**config.mk**
```make
export PLATFORM = sky130hd
export DESIGN_NAME = psrm_reg_bank
export DESIGN_NICKNAME = d
export VERILOG_FILES = /design/src/hw/psrm_reg_bank.v
export VERILOG_INCLUDE_DIRS = /design/src /design/src/hw
export SDC_FILE = /design/constraint.sdc
export NUM_CORES = 1
export LEC_CHECK = 0
export ABC_AREA = 1
export BUFFER_PORTS_ARGS = -buffer_cell sky130_fd_sc_hd__buf_2
export CAP_MARGIN = 20
export CORE_MARGIN = 1.5
export CORE_UTILIZATION = 56
export DETAILED_ROUTE_END_ITERATION = 10
export GPL_TIMING_DRIVEN = 0
export PLACE_DENSITY = 0.83
export SYNTH_ARGS = -nofsm -noshare
export SYNTH_HDL_FRONTEND = slang
export SYNTH_SLANG_ARGS = --single-unit
```
**constraint.sdc**
```tcl
create_clock -name clk_sys_i -period 2.1 [get_ports clk_sys_i]
set_input_delay 0.105 -clock clk_sys_i [delete_from_list [all_inputs] [get_ports clk_sys_i]]
set_output_delay 0.105 -clock clk_sys_i [all_outputs]
set_load 0.005 [all_outputs]
```
**src/hw/psrm_regs.vh**
```
`ifndef PSRM_REGS_VH
`define PSRM_REGS_VH
// Register offsets as seen on the I2C port.
`define PSRM_IIR_COEFF_SELECT       8'hf1
`define PSRM_HS_ENTRY_CODE          8'hf2
`define PSRM_DEVICE_STATUS          8'hf3
`define PSRM_MEASUREMENT_CONTROL    8'hf4
`define PSRM_SERIAL_SETUP           8'hf5
`define PSRM_SOFT_RESET             8'he0
`define PSRM_PRESS_RESULT_HIGH      8'hf7
`define PSRM_PRESS_RESULT_MID       8'hf8
`define PSRM_PRESS_RESULT_LOW       8'hf9
`define PSRM_TEMP_RESULT_HIGH       8'hfa
`define PSRM_TEMP_RESULT_MID        8'hfb
`define PSRM_TEMP_RESULT_LOW        8'hfc
// SPI offsets are the I2C offsets with bit 7 cleared.
`define PSRM_SPI_ADDR_MASK          8'h7f
// Reset values.
`define PSRM_RST_ZERO               8'h00
`define PSRM_RST_HS_ENTRY_CODE      3'h1
`define PSRM_RST_FIELD3             3'h0
`define PSRM_RST_FIELD2             2'h0
`define PSRM_RST_FLAG               1'h0
`define PSRM_SOFT_RESET_KEY         8'he6
// Field positions.
`define PSRM_STANDBY_MSB            7
`define PSRM_STANDBY_LSB            5
`define PSRM_SDI_DRIVER_BIT         2
`define PSRM_THREE_WIRE_BIT         0
`define PSRM_TEMP_AVG_MSB           7
`define PSRM_TEMP_AVG_LSB           5
`define PSRM_PRESS_AVG_MSB          4
`define PSRM_PRESS_AVG_LSB          2
`define PSRM_POWER_MODE_MSB         1
`define PSRM_POWER_MODE_LSB         0
`define PSRM_MEASURE_BIT            3
`define PSRM_OTP_UPDATE_BIT         0
`endif

```
**src/hw/psrm_reg_bank.v**
```verilog
// Summary of operation
// - Temperature result bits 23..0 split into high, mid, low bytes by rising address.
// - Pressure result bytes use the same layout: bits 23..16 at the lowest address.
// - Result bytes read zero after reset until a conversion loads them; writes ignored.
// - Serial setup holds a three-bit standby interval field, read-write, reset zero.
// - One serial setup bit selects four-wire or three-wire SPI.
// - Another serial setup bit selects the driver type of the data-in pin.
// - Measurement control holds three-bit temperature and pressure averaging fields.
// - Measurement control holds a two-bit operating state; register read-write, reset zero.
// - Status register flags a measurement in progress.
// - Status register flags calibration memory access in progress; resets to zero.
// - A read-write register holds the three-bit high-speed master code, reset one.
// - A read-write register holds the three-bit filter coefficient, reset zero.
// - Writing the key pattern to the reset register resets the device; reads zero.
`timescale 1ns/1ps
`include "psrm_regs.vh"
module psrm_reg_bank (
   // Clock and reset.
   input  wire        clk_sys_i,
   input  wire        rst_i,
   // Register access from the serial front end.
   input  wire        spi_sel_i,
   input  wire [7:0]  reg_addr_i,
   input  wire        reg_wr_i,
   input  wire [7:0]  reg_wdata_i,
   output reg  [7:0]  reg_rdata_o,
   // Conversion results and status from the core.
   input  wire        temp_load_i,
   input  wire [23:0] temp_result_i,
   input  wire        press_load_i,
   input  wire [23:0] press_result_i,
   input  wire        measuring_i,
   input  wire        otp_busy_i,
   // Configuration to the core.
   output wire [2:0]  standby_sel_o,
   output wire        three_wire_select_o,
   output wire        sdi_driver_type_o,
   output wire [2:0]  temp_avg_o,
   output wire [2:0]  press_avg_o,
   output wire [1:0]  power_mode_o,
   output wire [2:0]  hs_master_code_o,
   output wire [2:0]  iir_coeff_o,
   output reg         soft_reset_o
);

   // Decoded address in the I2C form used by the whole map.
   wire [7:0]  addr;
   wire        any_rst;
   // Write strobes, one per writable register.
   wire        wr_iir;
   wire        wr_hs;
   wire        wr_meas;
   wire        wr_setup;
   wire        wr_key;
   wire        key_write;
   // Result bytes gathered from the per-byte stores.
   wire [23:0] temp_bytes;
   wire [23:0] press_bytes;
   wire [7:0]  temp_byte_low;
   wire [7:0]  temp_byte_mid;
   wire [7:0]  temp_byte_high;
   wire [7:0]  press_byte_low;
   wire [7:0]  press_byte_mid;
   wire [7:0]  press_byte_high;
   // Register images as the host reads them.
   wire [7:0]  setup_image;
   wire [7:0]  meas_image;
   wire [7:0]  hs_image;
   wire [7:0]  iir_image;
   // Configuration fields.
   reg  [2:0]  standby_ff;
   reg         three_wire_select_ff;
   reg         sdi_driver_type_ff;
   reg  [2:0]  temp_avg_ff;
   reg  [2:0]  press_avg_ff;
   reg  [1:0]  power_mode_ff;
   reg  [2:0]  hs_code_ff;
   reg  [2:0]  iir_ff;
   // Status, soft reset and read path.
   reg  [7:0]  status_ff;
   reg  [7:0]  nxt_status;
   reg  [7:0]  nxt_rdata;
   reg         soft_rst_ff;
   genvar      k;

   // SPI addresses omit bit 7, so forcing it high folds both ports onto one map.
   assign addr    = spi_sel_i ? (reg_addr_i | ~`PSRM_SPI_ADDR_MASK) : reg_addr_i;
   // A key write clears the bank one cycle later, as a pin reset would, except reg_rdata_o, which only rst_i clears.
   assign any_rst = rst_i | soft_rst_ff;

   // Only listed writable offsets get a strobe, so any other write changes nothing.
   assign wr_iir    = reg_wr_i && (addr == `PSRM_IIR_COEFF_SELECT);
   assign wr_hs     = reg_wr_i && (addr == `PSRM_HS_ENTRY_CODE);
   assign wr_meas   = reg_wr_i && (addr == `PSRM_MEASUREMENT_CONTROL);
   assign wr_setup  = reg_wr_i && (addr == `PSRM_SERIAL_SETUP);
   assign wr_key    = reg_wr_i && (addr == `PSRM_SOFT_RESET);
   assign key_write = wr_key && (reg_wdata_i == `PSRM_SOFT_RESET_KEY);

   // Byte k holds result bits [8k+7:8k]; a load replaces all three bytes at once.
   generate
      for (k = 0; k < 3; k = k + 1) begin : g_result
         reg [7:0] temp_part_ff;
         reg [7:0] press_part_ff;

         always @(posedge clk_sys_i) begin
            if (any_rst) begin
               temp_part_ff <= `PSRM_RST_ZERO;
            end else if (temp_load_i) begin
               temp_part_ff <= temp_result_i[8*k+7:8*k];
            end
         end

         always @(posedge clk_sys_i) begin
            if (any_rst) begin
               press_part_ff <= `PSRM_RST_ZERO;
            end else if (press_load_i) begin
               press_part_ff <= press_result_i[8*k+7:8*k];
            end
         end

         assign temp_bytes[8*k+7:8*k]  = temp_part_ff;
         assign press_bytes[8*k+7:8*k] = press_part_ff;
      end
   endgenerate

   assign temp_byte_low   = temp_bytes[7:0];
   assign temp_byte_mid   = temp_bytes[15:8];
   assign temp_byte_high  = temp_bytes[23:16];
   assign press_byte_low  = press_bytes[7:0];
   assign press_byte_mid  = press_bytes[15:8];
   assign press_byte_high = press_bytes[23:16];

   always @(posedge clk_sys_i) begin
      if (any_rst) begin
         standby_ff <= `PSRM_RST_FIELD3;
      end else if (wr_setup) begin
         standby_ff <= reg_wdata_i[`PSRM_STANDBY_MSB:`PSRM_STANDBY_LSB];
      end
   end

   always @(posedge clk_sys_i) begin
      if (any_rst) begin
         three_wire_select_ff <= `PSRM_RST_FLAG;
      end else if (wr_setup) begin
         three_wire_select_ff <= reg_wdata_i[`PSRM_THREE_WIRE_BIT];
      end
   end

   always @(posedge clk_sys_i) begin
      if (any_rst) begin
         sdi_driver_type_ff <= `PSRM_RST_FLAG;
      end else if (wr_setup) begin
         sdi_driver_type_ff <= reg_wdata_i[`PSRM_SDI_DRIVER_BIT];
      end
   end

   always @(posedge clk_sys_i) begin
      if (any_rst) begin
         temp_avg_ff <= `PSRM_RST_FIELD3;
      end else if (wr_meas) begin
         temp_avg_ff <= reg_wdata_i[`PSRM_TEMP_AVG_MSB:`PSRM_TEMP_AVG_LSB];
      end
   end

   always @(posedge clk_sys_i) begin
      if (any_rst) begin
         press_avg_ff <= `PSRM_RST_FIELD3;
      end else if (wr_meas) begin
         press_avg_ff <= reg_wdata_i[`PSRM_PRESS_AVG_MSB:`PSRM_PRESS_AVG_LSB];
      end
   end

   always @(posedge clk_sys_i) begin
      if (any_rst) begin
         power_mode_ff <= `PSRM_RST_FIELD2;
      end else if (wr_meas) begin
         power_mode_ff <= reg_wdata_i[`PSRM_POWER_MODE_MSB:`PSRM_POWER_MODE_LSB];
      end
   end

   // The master code comes out of reset at one, unlike every other field.
   always @(posedge clk_sys_i) begin
      if (any_rst) begin
         hs_code_ff <= `PSRM_RST_HS_ENTRY_CODE;
      end else if (wr_hs) begin
         hs_code_ff <= reg_wdata_i[2:0];
      end
   end

   always @(posedge clk_sys_i) begin
      if (any_rst) begin
         iir_ff <= `PSRM_RST_FIELD3;
      end else if (wr_iir) begin
         iir_ff <= reg_wdata_i[2:0];
      end
   end

   // Unused bits of each register read as zero.
   assign setup_image = {standby_ff, 2'h0, sdi_driver_type_ff, 1'h0, three_wire_select_ff};
   assign meas_image  = {temp_avg_ff, press_avg_ff, power_mode_ff};
   assign hs_image    = {5'h00, hs_code_ff};
   assign iir_image   = {5'h00, iir_ff};

   // The key write raises a one-cycle reset that also clears this bank.
   always @(posedge clk_sys_i) begin
      if (rst_i) begin
         soft_rst_ff  <= 1'h0;
         soft_reset_o <= 1'h0;
      end else begin
         soft_rst_ff  <= key_write;
         soft_reset_o <= key_write;
      end
   end

   always @* begin
      nxt_status = `PSRM_RST_ZERO;
      nxt_status[`PSRM_MEASURE_BIT]    = measuring_i;
      nxt_status[`PSRM_OTP_UPDATE_BIT] = otp_busy_i;
   end

   always @(posedge clk_sys_i) begin
      if (any_rst) begin
         status_ff <= `PSRM_RST_ZERO;
      end else begin
         status_ff <= nxt_status;
      end
   end

   always @* begin
      case (addr)
         `PSRM_TEMP_RESULT_LOW: begin
            nxt_rdata = temp_byte_low;
         end
         `PSRM_TEMP_RESULT_MID: begin
            nxt_rdata = temp_byte_mid;
         end
         `PSRM_TEMP_RESULT_HIGH: begin
            nxt_rdata = temp_byte_high;
         end
         `PSRM_PRESS_RESULT_LOW: begin
            nxt_rdata = press_byte_low;
         end
         `PSRM_PRESS_RESULT_MID: begin
            nxt_rdata = press_byte_mid;
         end
         `PSRM_PRESS_RESULT_HIGH: begin
            nxt_rdata = press_byte_high;
         end
         `PSRM_SERIAL_SETUP: begin
            nxt_rdata = setup_image;
         end
         `PSRM_MEASUREMENT_CONTROL: begin
            nxt_rdata = meas_image;
         end
         `PSRM_DEVICE_STATUS: begin
            nxt_rdata = status_ff;
         end
         `PSRM_HS_ENTRY_CODE: begin
            nxt_rdata = hs_image;
         end
         `PSRM_IIR_COEFF_SELECT: begin
            nxt_rdata = iir_image;
         end
         `PSRM_SOFT_RESET: begin
            nxt_rdata = `PSRM_RST_ZERO;
         end
         default: begin
            nxt_rdata = `PSRM_RST_ZERO;
         end
      endcase
   end

   always @(posedge clk_sys_i) begin
      if (rst_i) begin
         reg_rdata_o <= `PSRM_RST_ZERO;
      end else begin
         reg_rdata_o <= nxt_rdata;
      end
   end

   assign standby_sel_o       = standby_ff;
   assign three_wire_select_o = three_wire_select_ff;
   assign sdi_driver_type_o   = sdi_driver_type_ff;
   assign temp_avg_o          = temp_avg_ff;
   assign press_avg_o         = press_avg_ff;
   assign power_mode_o        = power_mode_ff;
   assign hs_master_code_o    = hs_code_ff;
   assign iir_coeff_o         = iir_ff;

endmodule

```
* Word-level counts from Yosys, hierarchy flattened *
Index checks and enable logic that the tools add are counted.

word-level totals
  output and inout bits = 28
  memory bits (read-only) = 0
  word-level logic and storage cells = 40
  bits in latches = 0
  memories kept = 0
  memory bits (writable) = 0
  bits in registers = 84
  input port bits = 72

cells by class
  multiply operators = 0
  bitwise logic cells = 1
  div/mod/pow operators = 0
  reductions and logical operators = 6
  add/sub/neg operators = 0
  order comparisons = 0
  equal/unequal tests = 13
  muxes and demuxes = 2
  shift-type cells = 0

operator list
  kind                                  number
  == test 8 bit, second input constant  13
  case mux 8 bit (11 select lines)      1
  two-way mux 8 bit                     1
  logical AND 1 bit                     6
  bitwise OR 1 bit                      1

* Logic depth before layout (Yosys ltp) *
  word-level depth = 4
  depth in mapped cells = 10
  mapped depth without buffers = 9

* Least setup slack after synthesis *
OpenSTA, ideal clock, no wires.

  path kind = register to register
  start = register soft_rst_ff
  end = register g_result[1].press_part_ff[0]
  data required time = 2.030 ns
  setup slack = 0.997 ns
  cell stages (with the launch flop) = 5
  library setup time = 0.070 ns
  buffers on the path = 1
  period minus slack after synthesis = 1.103 ns
  data arrival time = 1.033 ns
  cell sequence = dfxtp_1 -> nor2_2 -> clkinv_1 -> clkbuf_1 -> a21oi_1

on the way
  cells in the longest elaborated chain, start to end = 1

RTL lines
  item                    RTL line             text
  from (decl)             psrm_reg_bank.v:83   reg soft_rst_ff;
  from (signal assigned)  psrm_reg_bank.v:210  soft_rst_ff <= key_write;
  bitwise OR 1 bit        psrm_reg_bank.v:89   assign any_rst = rst_i | soft_rst_ff;
  to (signal assigned)    psrm_reg_bank.v:115  press_part_ff <= `PSRM_RST_ZERO;
  to (signal assigned)    psrm_reg_bank.v:117  press_part_ff <= press_result_i[8*k+7:8*k];
  to (decl)               psrm_reg_bank.v:103  reg [7:0] press_part_ff;

Every way passes these cells.
A chain may end at the register's enable or synchronous reset.

* Final worst setup path *
  start = register soft_rst_ff
  end = register temp_avg_ff[1], in the netlist temp_avg_o[1]

on the way
  cells in the longest elaborated chain, start to end = 1

RTL lines
  item                  RTL line             text
  bitwise OR 1 bit      psrm_reg_bank.v:89
  to (signal assigned)  psrm_reg_bank.v:159  temp_avg_ff <= `PSRM_RST_FIELD3;
  to (signal assigned)  psrm_reg_bank.v:161  temp_avg_ff <= reg_wdata_i[`PSRM_TEMP_AVG_MSB:`PSRM_TEMP_AVG_LSB];
  to (decl)             psrm_reg_bank.v:74   reg [2:0] temp_avg_ff;

Every way passes these cells.

==> impl_metrics.env <==
export IMPL_cts_tree="built"
export IMPL_htree_levels=3
export IMPL_timing_rr_start="soft_rst_ff"
export IMPL_tightestPinTransition_ps=677.5
export IMPL_critPathCaptureType="flop"
export IMPL_ys_seq_area_share_pct=43.56
export IMPL_synth_ff_type="dfxtp_1"
export IMPL_grt_max_degree=14
export IMPL_arrival_ps=2050
export IMPL_gr_usage_all_layers_pct=32.63
export IMPL_grt_overflow_total=0
export IMPL_p_total_mw=3.396
export IMPL_cts_buffers_inserted=9
export IMPL_fin_tns_setup_ps=0
export IMPL_yosysMostFrequentCell="nand2_1"
export IMPL_hold_path_class="in2reg"
export IMPL_fin_cells=711
export IMPL_wirelength_mm=11.25
export IMPL_max_freq_mhz=564.6
export IMPL_n_fill_cell=475
export IMPL_die_h_um=83.01
export IMPL_ys_types=31
export IMPL_rsz0062_at_grt="false"
export IMPL_maxSlewHeadroom_pct=54.83
export IMPL_initial_core_util_pct=59.15
export IMPL_final_period_utilization_pct=84.33
export IMPL_path_clk_slew_ps=80
export IMPL_r2r_cells=4
export IMPL_avgViaCountPerCell=5.643
export IMPL_drt_drc_violations_left=0
export IMPL_syn_inst=500
export IMPL_yosysWarnings=0
export IMPL_antenna_found_initial=0
export IMPL_final_hold_viol_count=3
export IMPL_netlist_top_cells_count="122 x nand2_1, 78 x dfxtp_1, 76 x nand3_1, 68 x a21oi_1, 39 x nor2_1"
export IMPL_async_flop_share_pct=0
export IMPL_row_count=28
export IMPL_min_to="g_result[2].press_part_ff[7]"
export IMPL_regToRegSetupSlack_ps=330
export IMPL_utilization_pct=76.61
export IMPL_crit_fanout=10
export IMPL_core_area_um2=6061
export IMPL_drt_pre_antenna_iters=5
export IMPL_synth_top_cell_by_area="dfxtp_1"
export IMPL_setup_violations=0
export IMPL_cp_slowest_cell="nor2_2"
export IMPL_power_density_nw_per_um2=731.4
export IMPL_cts_setup_buffers=0
export IMPL_grt_pass1_vias=3707
export IMPL_drive_gt1_share_pct=24.25
export IMPL_cts_sinks=78
export IMPL_clock_latency_ps=360
export IMPL_dp_cells=673
export IMPL_gp_congestion=0.9216
export IMPL_syn_to_final_growth_pct=29.53
export IMPL_hold_start="press_result_i[23]"
export IMPL_startpoint_type="flop"
export IMPL_min_path_cells=3
export IMPL_clockBufferDepth=2
export IMPL_port_buffers=98
export IMPL_status="finished, violations left"
export IMPL_yosys_area_top_type_share_pct=43.56
export IMPL_crit_required_ps=2380
export IMPL_drt_iter0_drc=343
export IMPL_synth_seq_cells=78
export IMPL_dp_hpwl_mm=7.862
export IMPL_synthTopCellsByArea="dfxtp_1 44%, nand2_1 13%, nand3_1 11%, a21oi_1 9.5%, nor2_1 4.1%"
export IMPL_clock_skew_final_ps=8.312
export IMPL_reg2reg_to="temp_avg_o[1]"
export IMPL_cpPeakStageDelay_ps=400
export IMPL_ant_nets=0
export IMPL_synth_area_um2=3585
export IMPL_ir_worst_vdd_mv=0.4963
export IMPL_num_io_pins=100
export IMPL_grt_first_pass_wirelength_mm=17.68
export IMPL_cts_root_buffer="clkbuf_8"
export IMPL_critical_path_startpoint="soft_rst_ff"
export IMPL_slew_viol_final=0
export IMPL_min_period_ps=1771
export IMPL_syn_num_nets=572
export IMPL_crit_chain="nor2_2, clkinv_1, clkbuf_1, a21oi_1"
export IMPL_crit_type="reg2reg"
export IMPL_dieArea_um2=6890
export IMPL_wl_per_cell_um=15.82
export IMPL_dieWidth_um=83.01
export IMPL_synth_edf_count=0
export IMPL_p_leak_nw=2.100
export IMPL_violations="negative hold slack"
export IMPL_nets=702
export IMPL_hold_slack_ps=-4.285
export IMPL_num_vias=4012
export IMPL_syn_area_per_cell_um2=7.169
export IMPL_maxCapViolCount=0
where the power goes:
part	switching, mW	internal, mW	leakage [nW]
combinational	0.215	0.139	1.33
sequential	0.0295	1.53	0.639
clock	0.568	0.910	0.130
cells by family after synthesis:
family | count (synthesis) | synth area share (%)
DFF | 78 | 43.56
AOI/OAI and AO/OA | 94 | 13.89
buffers and inverters | 59 | 6.980
and+or+nand+nor | 269 | 35.57
what timing repair did:
| item | CTS | global route |
|---|---|---|
| endpoints found under the hold margin | 21 | 0 |
| gates resized for setup | 0 | 0 |
| hold buffers | 21 | 0 |
critical path: cells and delay by family, from the launching register on:
family / cells / cell delay [ps]
buffers and inverters: 2 / 750
flip-flops: 1 / 330
AO/OA/AOI/OAI: 1 / 220
AND/OR/NAND/NOR: 1 / 400
cells in the final DEF (no fill, tap or decap), types with 14 or more instances in the layout:
master         synthesis  layout
a21oi_1               68      68
buf_2                  3     101
clkbuf_1              15      16
dfxtp_1               78      78
dlygate4sd3_1          0      21
inv_1                 31      31
nand2_1              122     122
nand3_1               76      76
nor2_1                39      39
o21ai_0               14      14
worst max-delay path by stage:
stage                                        end  depth (start not counted)
floorplan           g_result[1].press_part_ff[0]                          4
global placement                   temp_avg_o[0]                          4
detailed placement  g_result[2].press_part_ff[2]                          4
CTS                 g_result[2].press_part_ff[6]                          4
global route        g_result[2].press_part_ff[2]                          4
finish                             temp_avg_o[1]                          4
registers in the layout, indices dropped and copies added (netlist names):
name and cells:
g_result.press_part_ff 24, g_result.temp_part_ff 24, reg_rdata_o 8, hs_master_code_o 3, iir_coeff_o 3, press_avg_o 3, standby_sel_o 3, temp_avg_o 3
power_mode_o 2, status_ff 2, sdi_driver_type_o 1, soft_rst_ff 1, three_wire_select_o 1
layer usage:
layer / wire [um] / part of all wire, % / global-route usage [%] / up-vias
met5: 0 / 0 / 0 / -
met4: 420 / 3.7 / 15.45 / 0
met3: 990 / 8.8 / 5.865 / 42
met2: 5373 / 48 / 53.36 / 229
met1: 4462 / 40 / 41.78 / 1832
li1: - / - / - / 1909
final cells by class:
cell class / instances / area (um^2) / area share [%]
Antenna cell: 1 / 2.502 / 0.05389
Buffer: 22 / 108.9 / 2.344
Clock buffer: 10 / 127.6 / 2.749
Clock inverter: 6 / 133.9 / 2.883
Inverter: 37 / 141.4 / 3.045
Multi-Input combinational cell: 363 / 1773 / 38.18
Sequential cell: 78 / 1562 / 33.63
Tap cell: 75 / 93.84 / 2.021
Timing Repair Buffer: 119 / 700.7 / 15.09
metrics by stage:
stage	setup slack (ps)	cell area (um^2)
floorplan	996.5	3585
global placement	439.1	4169
detailed placement	411.3	4169
CTS	376.2	4641
global route	227.6	4641
finish	329.0	4643
(Power assumes the default switching activity.)
